## config.mk

```make
export PLATFORM = sky130hd
export DESIGN_NAME = sram_burst_controller_flat
export DESIGN_NICKNAME = d
export VERILOG_FILES = /design/src/rtl/sram_burst_pkg.sv /design/src/rtl/sram_burst_if.sv /design/src/rtl/sram_burst_controller.sv /design/src/flat_wrapper.sv
export SDC_FILE = /design/constraint.sdc
export NUM_CORES = 1
export LEC_CHECK = 0
export BUFFER_PORTS_ARGS = -buffer_cell sky130_fd_sc_hd__buf_2
export CORE_MARGIN = 2
export CORE_UTILIZATION = 55
export CTS_CLUSTER_SIZE = 20
export DETAILED_ROUTE_END_ITERATION = 6
export PLACE_DENSITY = 0.76
export SLEW_MARGIN = 40
export SYNTH_ARGS = -nofsm -noshare
export SYNTH_HDL_FRONTEND = slang
export SYNTH_SLANG_ARGS = --single-unit
```

## constraint.sdc

```tcl
create_clock -name clk_in -period 17.52 [get_ports clk_in]
set_clock_uncertainty 0.2 [all_clocks]
set_input_delay 1.752 -clock clk_in [delete_from_list [all_inputs] [get_ports clk_in]]
set_output_delay 1.752 -clock clk_in [all_outputs]
set_load 0.02 [all_outputs]
```

## src/rtl/sram_burst_pkg.sv

```systemverilog
// shared constants and types for the burst-of-four sram link
package sram_burst_pkg;
    // geometry of the 18-bit organisation
    localparam int ADDR_WIDTH = 18;
    localparam int DATA_WIDTH = 18;
    localparam int LANE_WIDTH = 9;
    localparam int LANES = 2;
    localparam int BURST_LEN = 4;
    localparam int BEAT_WIDTH = 2;
    localparam int WORD_ADDR_WIDTH = ADDR_WIDTH + BEAT_WIDTH;
    localparam int MEM_DEPTH = 1 << WORD_ADDR_WIDTH;
    localparam int BURST_WIDTH = DATA_WIDTH * BURST_LEN;
    localparam int BURST_BE_WIDTH = LANES * BURST_LEN;
    // half-periods of the link clock from command edge to first beat
    localparam int READ_LATENCY = 4;
    localparam int WRITE_LATENCY = 2;
    // depth of the device command pipelines, in half-periods
    localparam int RD_STAGES = READ_LATENCY + BURST_LEN - 1;
    localparam int WR_STAGES = WRITE_LATENCY + BURST_LEN - 1;
    // controller read tracking and return buffer
    // one extra stage: a beat is only sampled the edge after the device drives it
    localparam int RD_TRACK_LEN = READ_LATENCY + BURST_LEN + 1;
    localparam int BUF_DEPTH = 2;
    localparam logic [2:0] WR_BEAT_IDLE = 3'h0;
    localparam logic [2:0] WR_BEAT_FIRST = 3'h1;
    localparam logic [2:0] WR_BEAT_LAST = 3'h4;
    // values after reset
    localparam logic SELECT_IDLE_N = 1'h1;
    localparam logic [LANES-1:0] LANES_OFF_N = 2'h3;
    // command slot: reads and writes alternate on true edges
    typedef enum logic {SLOT_READ = 1'h0, SLOT_WRITE = 1'h1} slot_type;
endpackage : sram_burst_pkg

```

## src/rtl/sram_burst_if.sv

```systemverilog
// pins between the memory controller and the sram
`timescale 1ns/1ps
interface sram_burst_if import sram_burst_pkg::*; ();
    logic mem_clk;                          // true link clock, made by controller
    logic read_select_n;                    // read command, low active
    logic write_select_n;                   // write command, low active
    logic [ADDR_WIDTH-1:0] addr;            // burst start address
    logic [DATA_WIDTH-1:0] d;               // write data beat
    logic lane0_write_enable_n;             // lane 0 write enable
    logic lane1_write_enable_n;             // lane 1 write enable
    logic [DATA_WIDTH-1:0] q;               // read data beat
    logic q_oe;                             // read data driven
    modport device (
        input mem_clk, read_select_n, write_select_n, addr, d,
        input lane0_write_enable_n, lane1_write_enable_n,
        output q, q_oe
    );
    modport controller (
        output mem_clk, read_select_n, write_select_n, addr, d,
        output lane0_write_enable_n, lane1_write_enable_n,
        input q, q_oe
    );
endinterface : sram_burst_if

```

## src/rtl/sram_burst_controller.sv

```systemverilog
// memory controller end: link clock, command slots, beats, read buffer
`timescale 1ns/1ps
module sram_burst_controller import sram_burst_pkg::*; (
    // clock and reset
    input wire logic clk_in,
    input wire logic reset_in,
    // memory pins
    sram_burst_if.controller pins,
    // link clock run control
    input wire logic run_in,
    output logic busy_out,
    // write requests
    input wire logic wr_req_valid_in,
    input wire logic [ADDR_WIDTH-1:0] wr_addr_in,
    input wire logic [BURST_WIDTH-1:0] wr_data_in,
    input wire logic [BURST_BE_WIDTH-1:0] wr_lane_enable_n_in,
    output logic wr_req_ready_out,
    // read requests
    input wire logic rd_req_valid_in,
    input wire logic [ADDR_WIDTH-1:0] rd_addr_in,
    output logic rd_req_ready_out,
    // read data return
    output logic rd_data_valid_out,
    output logic [BURST_WIDTH-1:0] rd_data_out,
    input wire logic rd_data_ready_in
);
    // link side registers and their next values
    logic mem_clk, next_mem_clk;
    slot_type slot, next_slot;
    logic rd_sel_n, next_rd_sel_n;
    logic wr_sel_n, next_wr_sel_n;
    logic [ADDR_WIDTH-1:0] addr, next_addr;
    logic [DATA_WIDTH-1:0] d, next_d;
    logic [LANES-1:0] be_n, next_be_n;
    // beat one stage ahead of the pins, so beat 0 meets the next true edge
    logic [DATA_WIDTH-1:0] d_early, next_d_early;
    logic [LANES-1:0] be_early, next_be_early;
    // write burst held for its four beats
    logic [2:0] wr_beat, next_wr_beat;
    logic [BURST_WIDTH-1:0] wr_hold, next_wr_hold;
    logic [BURST_BE_WIDTH-1:0] be_hold, next_be_hold;
    // bit i set: a read launched i+1 cycles ago
    logic [RD_TRACK_LEN-1:0] rd_track, next_rd_track;
    logic [BURST_WIDTH-DATA_WIDTH-1:0] acc, next_acc;
    // two-entry return buffer, entry 0 is the head
    logic [BUF_DEPTH-1:0] buf_valid, next_buf_valid;
    logic [BURST_WIDTH-1:0] buf_data [BUF_DEPTH];
    logic [BURST_WIDTH-1:0] next_buf_data [BUF_DEPTH];
    logic next_rd_ready, next_wr_ready, next_busy;
    // helpers
    logic pending, launch, take_rd, take_wr, push, pop, placed;
    logic [1:0] beat;
    logic [3:0] load;

    // link clock, command slots and write beats
    always_comb begin
        pending = (wr_beat != WR_BEAT_IDLE) | (|rd_track);
        // clock may stop only at low level with nothing in flight
        launch = ~mem_clk & (run_in | pending); // see RULE_11
        next_mem_clk = mem_clk ? 1'h0 : launch;
        // reads and writes take alternate true edges
        take_rd = launch & (slot == SLOT_READ) & rd_req_ready_out // see RULE_01
            & rd_req_valid_in;
        take_wr = launch & (slot == SLOT_WRITE) & wr_req_ready_out // see RULE_02
            & wr_req_valid_in;
        next_slot = launch ? slot_type'(~slot) : slot; // see RULE_08
        // select low only for the edge it belongs to
        next_rd_sel_n = ~take_rd;
        next_wr_sel_n = ~take_wr; // see RULE_12
        next_addr = take_rd ? rd_addr_in : (take_wr ? wr_addr_in : addr);
        next_wr_hold = take_wr ? wr_data_in : wr_hold;
        next_be_hold = take_wr ? wr_lane_enable_n_in : be_hold;
        // beat counter: one beat per half-period, from one cycle after command
        if (take_wr) begin
            next_wr_beat = WR_BEAT_FIRST;
        end else if (wr_beat == WR_BEAT_LAST || wr_beat == WR_BEAT_IDLE) begin
            next_wr_beat = WR_BEAT_IDLE;
        end else begin
            next_wr_beat = wr_beat + 3'h1;
        end
        beat = wr_beat[1:0] - 2'h1;
        next_d_early = d_early;
        next_be_early = LANES_OFF_N;
        // idle beats keep both lanes disabled so nothing stray is written
        if (wr_beat != WR_BEAT_IDLE) begin
            next_d_early = wr_hold[beat*DATA_WIDTH +: DATA_WIDTH]; // see RULE_07
            next_be_early = be_hold[beat*LANES +: LANES];
        end
        // second stage: beat 0 reaches the pins with the true edge after the command
        next_d = d_early; // see RULE_07
        next_be_n = be_early;
    end

    // read capture and return buffer
    always_comb begin
        next_rd_track = {rd_track[RD_TRACK_LEN-2:0], take_rd};
        // device beats stand after edges 5..8 from launch, sampled at 6..9, low beat first
        next_acc = acc;
        if (|rd_track[RD_TRACK_LEN-2:READ_LATENCY+1]) begin
            next_acc = {pins.q, acc[BURST_WIDTH-DATA_WIDTH-1:DATA_WIDTH]};
        end
        push = rd_track[RD_TRACK_LEN-1];
        pop = buf_valid[0] & rd_data_ready_in;
        // shift out the head first, then place the new burst behind
        next_buf_valid = pop ? (buf_valid >> 1) : buf_valid;
        for (int i = 0; i < BUF_DEPTH; i++) begin
            next_buf_data[i] = buf_data[i];
            if (pop && i < BUF_DEPTH - 1) begin
                next_buf_data[i] = buf_data[i+1];
            end
        end
        placed = 1'h0;
        for (int i = 0; i < BUF_DEPTH; i++) begin
            if (push && !placed && !next_buf_valid[i]) begin
                next_buf_data[i] = {pins.q, acc};
                next_buf_valid[i] = 1'h1;
                placed = 1'h1;
            end
        end
        // credit: buffered plus in-flight bursts must leave a free entry;
        // this is what lets a stalled reader hold off new reads losslessly
        load = 4'h0;
        for (int i = 0; i < BUF_DEPTH; i++) begin
            load = load + 4'(buf_valid[i]);
        end
        for (int i = 0; i < RD_TRACK_LEN; i++) begin
            load = load + 4'(rd_track[i]);
        end
        // ready is registered here, so it is offered only in the cycle of the matching launch
        next_rd_ready = mem_clk & (slot == SLOT_READ) & run_in
            & (load < 4'(BUF_DEPTH));
        next_wr_ready = mem_clk & (slot == SLOT_WRITE) & run_in;
        next_busy = (next_wr_beat != WR_BEAT_IDLE) | (|next_rd_track);
    end

    // register everything but the buffer data
    always_ff @(posedge clk_in) begin
        if (reset_in) begin
            mem_clk <= 1'h0;
            slot <= SLOT_READ;
            rd_sel_n <= SELECT_IDLE_N;
            wr_sel_n <= SELECT_IDLE_N;
            addr <= '0;
            d <= '0;
            be_n <= LANES_OFF_N;
            d_early <= '0;
            be_early <= LANES_OFF_N;
            wr_beat <= WR_BEAT_IDLE;
            wr_hold <= '0;
            be_hold <= '1;
            rd_track <= '0;
            acc <= '0;
            buf_valid <= '0;
            rd_req_ready_out <= 1'h0;
            wr_req_ready_out <= 1'h0;
            busy_out <= 1'h0;
        end else begin
            mem_clk <= next_mem_clk;
            slot <= next_slot;
            rd_sel_n <= next_rd_sel_n;
            wr_sel_n <= next_wr_sel_n;
            addr <= next_addr;
            d <= next_d;
            be_n <= next_be_n;
            d_early <= next_d_early;
            be_early <= next_be_early;
            wr_beat <= next_wr_beat;
            wr_hold <= next_wr_hold;
            be_hold <= next_be_hold;
            rd_track <= next_rd_track;
            acc <= next_acc;
            buf_valid <= next_buf_valid;
            rd_req_ready_out <= next_rd_ready;
            wr_req_ready_out <= next_wr_ready;
            busy_out <= next_busy;
        end
    end

    // buffer data needs no reset, valid bits qualify it
    always_ff @(posedge clk_in) begin
        buf_data <= next_buf_data;
    end

    // outputs straight from flops
    assign rd_data_valid_out = buf_valid[0];
    assign rd_data_out = buf_data[0];
    assign pins.mem_clk = mem_clk;
    assign pins.read_select_n = rd_sel_n;
    assign pins.write_select_n = wr_sel_n;
    assign pins.addr = addr;
    assign pins.d = d;
    assign pins.lane0_write_enable_n = be_n[0];
    assign pins.lane1_write_enable_n = be_n[1];
endmodule : sram_burst_controller

```

## src/flat_wrapper.sv

```systemverilog
// flat-port wrapper written by rule: the top's interface ports become plain ports
module sram_burst_controller_flat import sram_burst_pkg::*;
  (clk_in, reset_in, run_in, busy_out, wr_req_valid_in, wr_addr_in, wr_data_in, wr_lane_enable_n_in, wr_req_ready_out, rd_req_valid_in, rd_addr_in, rd_req_ready_out, rd_data_valid_out, rd_data_out, rd_data_ready_in, pins_mem_clk, pins_read_select_n, pins_write_select_n, pins_addr, pins_d, pins_lane0_write_enable_n, pins_lane1_write_enable_n, pins_q, pins_q_oe);
  sram_burst_if pins_i ();
  input wire logic clk_in;
  input wire logic reset_in;
  input wire logic run_in;
  output logic busy_out;
  input wire logic wr_req_valid_in;
  input wire logic [ADDR_WIDTH-1:0] wr_addr_in;
  input wire logic [BURST_WIDTH-1:0] wr_data_in;
  input wire logic [BURST_BE_WIDTH-1:0] wr_lane_enable_n_in;
  output logic wr_req_ready_out;
  input wire logic rd_req_valid_in;
  input wire logic [ADDR_WIDTH-1:0] rd_addr_in;
  output logic rd_req_ready_out;
  output logic rd_data_valid_out;
  output logic [BURST_WIDTH-1:0] rd_data_out;
  input wire logic rd_data_ready_in;
  output wire logic [$bits(pins_i.mem_clk)-1:0] pins_mem_clk;
  output wire logic [$bits(pins_i.read_select_n)-1:0] pins_read_select_n;
  output wire logic [$bits(pins_i.write_select_n)-1:0] pins_write_select_n;
  output wire logic [$bits(pins_i.addr)-1:0] pins_addr;
  output wire logic [$bits(pins_i.d)-1:0] pins_d;
  output wire logic [$bits(pins_i.lane0_write_enable_n)-1:0] pins_lane0_write_enable_n;
  output wire logic [$bits(pins_i.lane1_write_enable_n)-1:0] pins_lane1_write_enable_n;
  input wire logic [$bits(pins_i.q)-1:0] pins_q;
  input wire logic [$bits(pins_i.q_oe)-1:0] pins_q_oe;
  assign pins_mem_clk = pins_i.mem_clk;
  assign pins_read_select_n = pins_i.read_select_n;
  assign pins_write_select_n = pins_i.write_select_n;
  assign pins_addr = pins_i.addr;
  assign pins_d = pins_i.d;
  assign pins_lane0_write_enable_n = pins_i.lane0_write_enable_n;
  assign pins_lane1_write_enable_n = pins_i.lane1_write_enable_n;
  assign pins_i.q = pins_q;
  assign pins_i.q_oe = pins_q_oe;
  sram_burst_controller u_core (.clk_in(clk_in), .reset_in(reset_in), .pins(pins_i), .run_in(run_in), .busy_out(busy_out), .wr_req_valid_in(wr_req_valid_in), .wr_addr_in(wr_addr_in), .wr_data_in(wr_data_in), .wr_lane_enable_n_in(wr_lane_enable_n_in), .wr_req_ready_out(wr_req_ready_out), .rd_req_valid_in(rd_req_valid_in), .rd_addr_in(rd_addr_in), .rd_req_ready_out(rd_req_ready_out), .rd_data_valid_out(rd_data_valid_out), .rd_data_out(rd_data_out), .rd_data_ready_in(rd_data_ready_in));
endmodule
```

==> results of run 1 <==
-- critical path: cells and delay by family, from the launching register on --
family        cells  cell delay (ps)
fa+ha+maj         5             2120
simple gates      3              710
flops             1              470
buf+inv           1               70
-- flip-flops by register name, summed over array words and instances, names as in the netlist, 3 cells and up --
signal	cells
u_core.acc	54
u_core.be_hold	8
u_core.buf_data	72
u_core.d_early	18
u_core.pins.addr	18
u_core.pins.d	18
u_core.rd_data_out	72
u_core.rd_track	9
u_core.wr_beat	3
u_core.wr_hold	72
-- stage by stage --
stage                     cell area (µm²)  hold slack, ps
after floorplan                     13860           189.5
after global placement              14790           233.0
after detailed placement            14860           230.8
after CTS                           16040           240.8
after global routing                16050           260.6
final                               16050           234.5
-- layout by cell type, fill, tap and decap left out, types with 7 or more instances in the layout --
cell type	n
a311oi_2	10
clkbuf_1	10
inv_1	19
nor3_1	34
nor2b_1	25
nor2_1	19
dfxtp_1	213
clkbuf_16	37
nand2_1	329
mux4_2	20
buf_2	255
a311oi_1	8
mux2_2	72
edfxtp_1	144
a21oi_1	148
clkbuf_8	7
-- final cells by class --
| class | instances | area (µm²) |
|---|---|---|
| Clock buffer | 54 | 1060 |
| Inverter | 19 | 71.32 |
| Timing Repair Buffer | 267 | 1410 |
| Clock inverter | 12 | 117.6 |
| Tap cell | 330 | 412.9 |
| Multi-Input combinational cell | 711 | 4385 |
| Sequential cell | 357 | 8588 |
| Fill cell | 1957 | 8919 |
-- report_power, final --
group	internal (mW)	switching (mW)	total (mW)
Sequential	0.859	0.00108	0.860
Combinational	0.0141	0.0188	0.0329
Clock	0.449	0.303	0.753
Total	1.32	0.323	1.65
-- how the worst max path moves through the flow --
stage               cells after the start                 endpoint           startpoint  slack (ps)
detailed placement                      5      u_core.pins.addr[5]               run_in       13440
global placement                        6      u_core.pins.addr[1]      wr_req_valid_in       13380
finish                                  9  u_core.rd_req_ready_out  u_core.buf_valid[0]       13850
global route                            9  u_core.rd_req_ready_out  u_core.buf_valid[0]       13680
floorplan                               2    u_core.rd_data_out[0]   u_core.rd_track[8]       11150
CTS                                     9  u_core.rd_req_ready_out  u_core.buf_valid[0]       13830
-- kinds of logic after synthesis --
| group | synth area share [%] |
|---|---|
| fa+ha+maj | 1.408 |
| simple gates | 13.10 |
| flops | 61.96 |
| compound gates | 7.410 |
| buf+inv | 6.842 |
| mux | 9.098 |
| xor+xnor | 0.1896 |
-- routing by layer --
layer	GRT usage, %	vias up
li1	-	4476
met1	27.39	4400
met2	36.92	299
met5	0	-
met3	4.686	40
met4	4.948	2
==> summary by stage, run 1 <==
Status
The flow ran to the end, and the final reports show no timing, DRC or antenna violations.

Synthesis
By instance count, the leading cell after synthesis is nand2_1. In the post-synthesis netlist, the biggest area contributors are edfxtp_1, dfxtp_1, nand2_1. The biggest area contributor in the post-synthesis netlist is edfxtp_1. The cell count after synthesis is 1237. The synthesized net count is 1390. The post-synthesis sequential element count is 357. The mapped cell area is 13860 µm². In the synthesized netlist the dominant register cell turns out to be dfxtp_1. Counting instances in the post-synthesis netlist gives the leading cell types as nand2_1, dfxtp_1, a21oi_1. Summing the sequential cell areas from Yosys gives 61.96% of the chip area.

During synthesis, Yosys emitted a total of 0 warnings. Of all flip-flops after synthesis, the portion carrying an async set or reset was 0%. The post-synthesis cell type count is 36. The fraction of synthesized cell area taken by the top area cell type is 31.19%. In this run the mean area of a mapped cell was 11.21 µm². The synthesized design contains 144 enable-type register cells.

Timing
Setup slack on the critical path of the routed design comes to 13850 ps. In the finished design, the share of the clock period the worst path needs comes to 20.94%. The number of hold violations in the final report came to 0.

Setup total negative slack on the finished layout was measured at 0 ps. The total setup violations reported at the end of the flow is 0. Measured against its own limit, the worst slew margin works out to 45.11%.

Setup repair after global routing left no endpoint under its margin. The slew at the pin closest to its max-slew limit is 823.4 ps. The top achievable clock speed is 272.6 MHz.

The number of pins exceeding their max-slew limit in the final report came to 0. The final critical delay including setup and external delays is 3669 ps.

Clocking
Buffers inserted during clock tree synthesis total 36. The register clock-pin slew on the reported worst setup and hold paths is 60 ps. The clock drives 357 sinks. The clock insertion delay at the later pin of the skew report is 510 ps. In this run the number of H-tree levels came out at 2. No sink is reached through more buffers than the 3 on the longest clock path.

The cts-stage hold buffer count is 0. The clock tree from TritonCTS is built. The post-cts repair resize count is 0. The buffers inserted during post-CTS setup optimization is 0. Clock tree synthesis selected as its root buffer the cell clkbuf_16.

Pwr
In this run the static leakage power is 5.822 nW. Power comes to 1.646 mW. The power density of the placed cells is 102.6 nW/µm². IR analysis of the VDD net gives a maximum drop of 0.00006526 V.

Global route
Entering global routing, the biggest net connects 134 pins. The all-layer global routing usage is 21.28%. The wire length of the first global-routing pass is 45110 µm. The number of global-route vias before repair was 8897. The remaining global-route overflow is 0. The initial antenna violation count came to 2.

Hold path
The startpoint identified for the worst hold timing path is u_core.be_early[1]. Counting instances, the worst hold path has a depth of 1. The worst hold path belongs to the class flop to flop. The worst hold path terminates at u_core.be_n[1].

Worst setup path
In this run the critical register-to-register path is launched from u_core.buf_valid[0]. The worst setup path is of the flop to flop kind. The worst setup path is captured at a flop. For the worst setup path, the data arrival time is 3880 ps.

The data required time of the worst path is 17730 ps. For this run, the slowest stage of the critical path takes 550 ps. The endpoint identified for the worst register-to-register timing path is u_core.rd_req_ready_out. Traced cell by cell, the critical path runs through ha_1, inv_1, fa_1, fa_1, fa_1, nor2b_1, fa_1, or3_1, nor4_1. The worst register-to-register path has a depth of 9.

The register-to-register setup slack is 13850 ps. Along the worst path, the maximum fanout reaches 7. The critical path launch point type is a flop. The cell with the most instances on the worst path is fa_1. Among all stages on the critical path, the largest delay is contributed by fa_1.

Drt
In the detailed route, the total length drawn on met3 is 1907 µm. Once detail routing completed, the nets flagged for antenna violations numbered 0. The detailed-router iteration count before antenna repair is 5. The DRC marker count from the first detailed-route iteration is 557. Dividing the detail-routed wire length by the instance count gives 16.30 µm. The number of design rule violations left after detail routing is 0. The vias after detailed routing is 9217.

The post-route met1 wirelength is 11950 µm. After detailed routing, the number of vias per cell comes to 5.267. The met2 wire length is 14080 µm. The final wirelength is 28530 µm.

Signal routing reaches up to met5.

Floorplanning
The total number of placement rows is 58. The placeable core area is 24960 µm². The die is 162.8 µm tall.

During I/O placement, the number of pins put on the boundary was 258. In this run the horizontal extent of the chip is 162.8 µm. Once the floorplan was initialized, standard cells occupied 55.53% of the core.

The floorplan step defined a die boundary enclosing 26490 µm².

Final layout
The number of diodes is 0. In the final design database the tool counted 1545 nets. In the final layout, the share of cells above drive strength 1 is 30.77%.

The number of standard cells in the final layout excluding fillers is 1750. The relative area change from synthesis to final layout is 15.75%. The final standard cell utilization of the core is 64.27%.

Placed design
The number of placed instances, taps included, is 1683. At the end of routability-driven placement, the weighted congestion stood at 0.7878. The count of buffers inserted at the top-level ports is 256.

The pre-CTS setup slack is 13440 ps. Detailed placement ended at an HPWL of 17700 µm.

Job
The count of max-cap constraint violations is 0.
No activity file was read; power rests on OpenSTA's default activity.
==> run 2, diff against run 1 <==
Settings changed: ABC_AREA set to 1.
Clock period 17.52 ns to 3.7 ns, I/O delays scaled along.
==> summary by stage, run 2 <==
Status
The run finished with clean final reports.

Floorplanning
The die is 165.7 µm tall. The initialized floorplan defines 59 standard-cell rows. The floorplan step defined a core boundary enclosing 25840 µm². For this configuration, the core starts out at a cell density of 55.69%. The number of top-level pins is 258.

The area enclosed by the die boundary is 27470 µm². The die boundary width is 165.7 µm.

Clocking
Counting the buffers created by CTS gives 36. The later pin in the worst-skew pair is clocked with a latency of 510 ps. The sink count of the clock tree is 357.

The longest clock path from root to sink contains 3 buffers. TritonCTS built the clock tree. The tree is rooted in a clkbuf_16. In this run the number of H-tree levels came out at 2. Clock-pin slew was measured on the worst setup and hold paths at 60 ps. The post-cts repair resize count is 0.

Pwr
The portion of total power attributed to the clock network is 44.3%. In this run the power spent charging and discharging nets is 1.591 mW. The switching part of the total power is 20.30%. The fraction of power consumed by combinational cells is 3.8%. The share of total power in sequential cells is 52.0%.

The analysis attributes to cell leakage a power of 6.816 nW. For this design the ratio of total power to cell area is 450.8 nW/µm². The highest ir drop seen on vdd is 0.0003304 V. The total internal power is 6.247 mW.

Final layout
Summing all flip-flop and latch instances after layout gives 8589 µm². Relative to the synthesized area, the layout overhead comes to 20.85%. Fill cells in the final layout number 1891. The number of nets in the final layout is 1798. The post-route netlist has 26.83% of its cells at a drive strength greater than 1.

The post-route cell area is 17390 µm². Summing all multi-input logic gate instances after layout gives 4399 µm². The number of standard cells in the final layout excluding fillers is 2007. The library cell used most frequently in the layout, excluding fill and tap cells, is buf_2.

The library cells used most frequently in the layout, excluding fill and tap cells, are buf_2, dfxtp_1, nor2_1.

Global route
The first global-routing pass estimated 54250 µm of wire. The maximum number of pins on one net before global-route repair is 73. Across every metal layer, demand over resource in global routing totals 24.13%.

The number of global-route vias before repair was 10640. The initial antenna violation count is 3. The total overflow left after global routing is 0.

Worst setup path
The cell with the most instances on the worst path is fa_1. Traced cell by cell, the critical path runs through ha_1, inv_1, fa_1, fa_1, fa_1, inv_1, fa_1, xnor2_1, nand3_1, nor4_1. The largest single stage delay on the critical path is 530 ps. The slowest stage of the critical path is the fa_1 cell.

At the worst endpoint, the required time is 3900 ps. In this run the worst path has a maximum fanout of 4. The worst register-to-register path has a depth of 10.

The arrival time at the worst endpoint is 3600 ps. The kind of critical path is flop to flop. STA classifies the critical path endpoint as a flop. The critical path launch point type is a flop.

Hold path
The worst hold path was traced through 3 stages. The path class of the tightest hold or removal check is input pin to flop.

Synthesis
Of all cell types, the one taking the most synthesized area is edfxtp_1. The fraction of synthesized cell area in xor and xnor cells is 0.1217%. The mean cell area of the mapped netlist is 10.28 µm².

Summing the sequential cell areas from Yosys gives 59.69% of the chip area. Sorting the synthesized cells by area gives the leading types as edfxtp_1, dfxtp_1, mux2_2. The synthesized netlist devotes 10.65% of its cell area to compound gates. Yosys mapped a number of flops with a built-in enable equal to 144.

The most common flop cell mapped by yosys is dfxtp_1. After synthesis, the largest family of logic cells by area is simple AND/OR/NAND/NOR gates. The multiplexer share of the synthesized area is 5.635%. The post-synthesis cell type count is 36.

The synthesized net count is 1553. Summing the areas of all fa, ha and maj instances in the mapped netlist gives 1.357% of the synthesized area. Sorting the synthesized cells by how often they occur yields dfxtp_1, nor2_1, edfxtp_1. The synthesized design contains 357 register bits.

Synthesis produced a netlist whose cell count is 1400. The simple-gate share of the synthesized area is 12.48%. Yosys instantiated no cell more often than dfxtp_1. The share of synthesized area in the top cell type comes to 30.05%. In this run the cell area of the synthesized design comes to 14390 µm². The share of flip-flops with an asynchronous set or reset after synthesis is 0%. For this run, the number of Yosys warnings is 0.

Drt
The vias after detailed routing is 10810. For this block, the initial DRC count from the detailed router was 782. The detail route stage leaves a number of antenna-violating nets equal to 0. The detailed-router iteration count before antenna repair is 6. Summed over all layers, the routed wires come to 34190 µm.

The number of design rule violations left after detail routing is 0. The number of vias per cell after detailed routing is 5.384. The average wire per standard cell is 17.03 µm.

Timing
The number of pins exceeding their max-slew limit in the final report was 0. Based on the critical path, the design can be clocked at up to 293.6 MHz. The number of hold violations in the final report was 0. Measured against its own limit, the worst slew margin works out to 46.48%. The share of the cycle needed by the critical path after routing is 92.06%. At the pin with the least slew margin, the transition time is 801.6 ps. The total negative slack is 0 ps.

The final critical delay including setup and external delays is 3406 ps. Setup violations remaining at the end of the flow were counted as 0. Setup repair after global routing left no endpoint under its margin.

Placed design
The count of buffers inserted at the top-level ports is 256. The placement-stage cell area is 15280 µm². The final RePlAce weighted congestion is 0.8354. The number of placed cells counting well taps is 1845. The HPWL after detailed placement is 19850 µm.

Job
The tool flagged a number of max-cap violations equal to 0.
==> run 2: changes by cell type in the layout (fill, tap and decap cells not counted), sizes merged, moves of 5 or more <==
cell and change:
nand3 +62, nor2b -25, or3 -5, mux4 -20
a311oi -19, inv +99, nand2 -239, nand4 +37
o22ai +18, dlygate4sd3 +97, o21ai +144, a21oi -33
nor3 -32, nor2 +173
==> run 2: logic make-up (layout without fill, tap and decap cells) <==
kind of cell,after synthesis,after routing
compound gates,284,284
xor+xnor,2,2
fa+ha+maj,12,12
buf+inv,281,551
flops,357,357
mux,72,72
other cells,0,2
simple gates,392,392
==> run 2: through the flow <==
step / power [mW] / setup WS [ps] / hold WS, ps / util (%)
3_3_place_gp: 4.362 / 433.7 / 197.8 / 59.09
4_1_cts: 7.878 / 295.4 / 2.570 / 67.27
3_5_place_dp: 4.364 / 335.1 / 206.8 / 59.15
2_1_floorplan: 4.251 / 426.6 / 189.5 / -
6_report: 7.837 / 293.6 / 22.78 / 67.29
5_1_grt: 8.066 / 125.3 / 18.93 / 67.29
==> run 2: repair_timing <==
item / 4_1_cts / 5_1_grt
hold endpoints to repair: 125 / 0
hold buffers: 97 / 0
setup buffers: 0 / 0
setup endpoints to repair: 0 / 0
==> run 2: final timing paths <==
kind | startpoint | endpoint | slack, ps
worst max-delay path | u_core.buf_valid[1] | u_core.rd_req_ready_out | 290
worst min-delay path | wr_data_in[12] | u_core.wr_hold[12] | 20
worst max register to register | u_core.buf_valid[1] | u_core.rd_req_ready_out | 290
worst min register to register | u_core.d_early[1] | u_core.pins.d[1] | 210
==> run 2: metal layers <==
metal / global-route usage (%) / wire (µm) / share of wire (%) / vias to the layer above
li1: - / - / - / 5149
met1: 30.52 / 13820 / 40 / 5054
met2: 39.83 / 16400 / 48 / 494
met3: 5.195 / 2547 / 7.4 / 106
met4: 11.27 / 1412 / 4.1 / 2
met5: 0 / 11 / 0.032 / -
==> run 2: worst max-delay path, delay by kind of cell (launching register included) <==
family	cells	cell delay [ps]
buffers and inverters	2	150
flip-flops	1	440
XOR/XNOR	1	150
adder cells (fa/ha/maj)	5	2100
AND/OR/NAND/NOR	2	280
==> run 2: final cells by class <==
type,instances,share of cell area [%]
Multi-Input combinational cell,762,25.30
Clock inverter,8,0.4318
Antenna cell,2,0.02879
Timing Repair Buffer,367,13.74
Tap cell,335,2.411
Sequential cell,357,49.40
Inverter,121,2.627
Clock buffer,55,6.059
==> run 2: power by group through the flow <==
| stage | registers, mW | clock network [mW] | logic, mW |
|---|---|---|---|
| 2_1_floorplan | 4.16 | 0 | 0.0910 |
| 3_3_place_gp | 4.16 | 0 | 0.204 |
| 3_5_place_dp | 4.16 | 0 | 0.206 |
| 4_1_cts | 4.07 | 3.52 | 0.286 |
| 5_1_grt | 4.07 | 3.68 | 0.319 |
| 6_report | 4.07 | 3.47 | 0.295 |
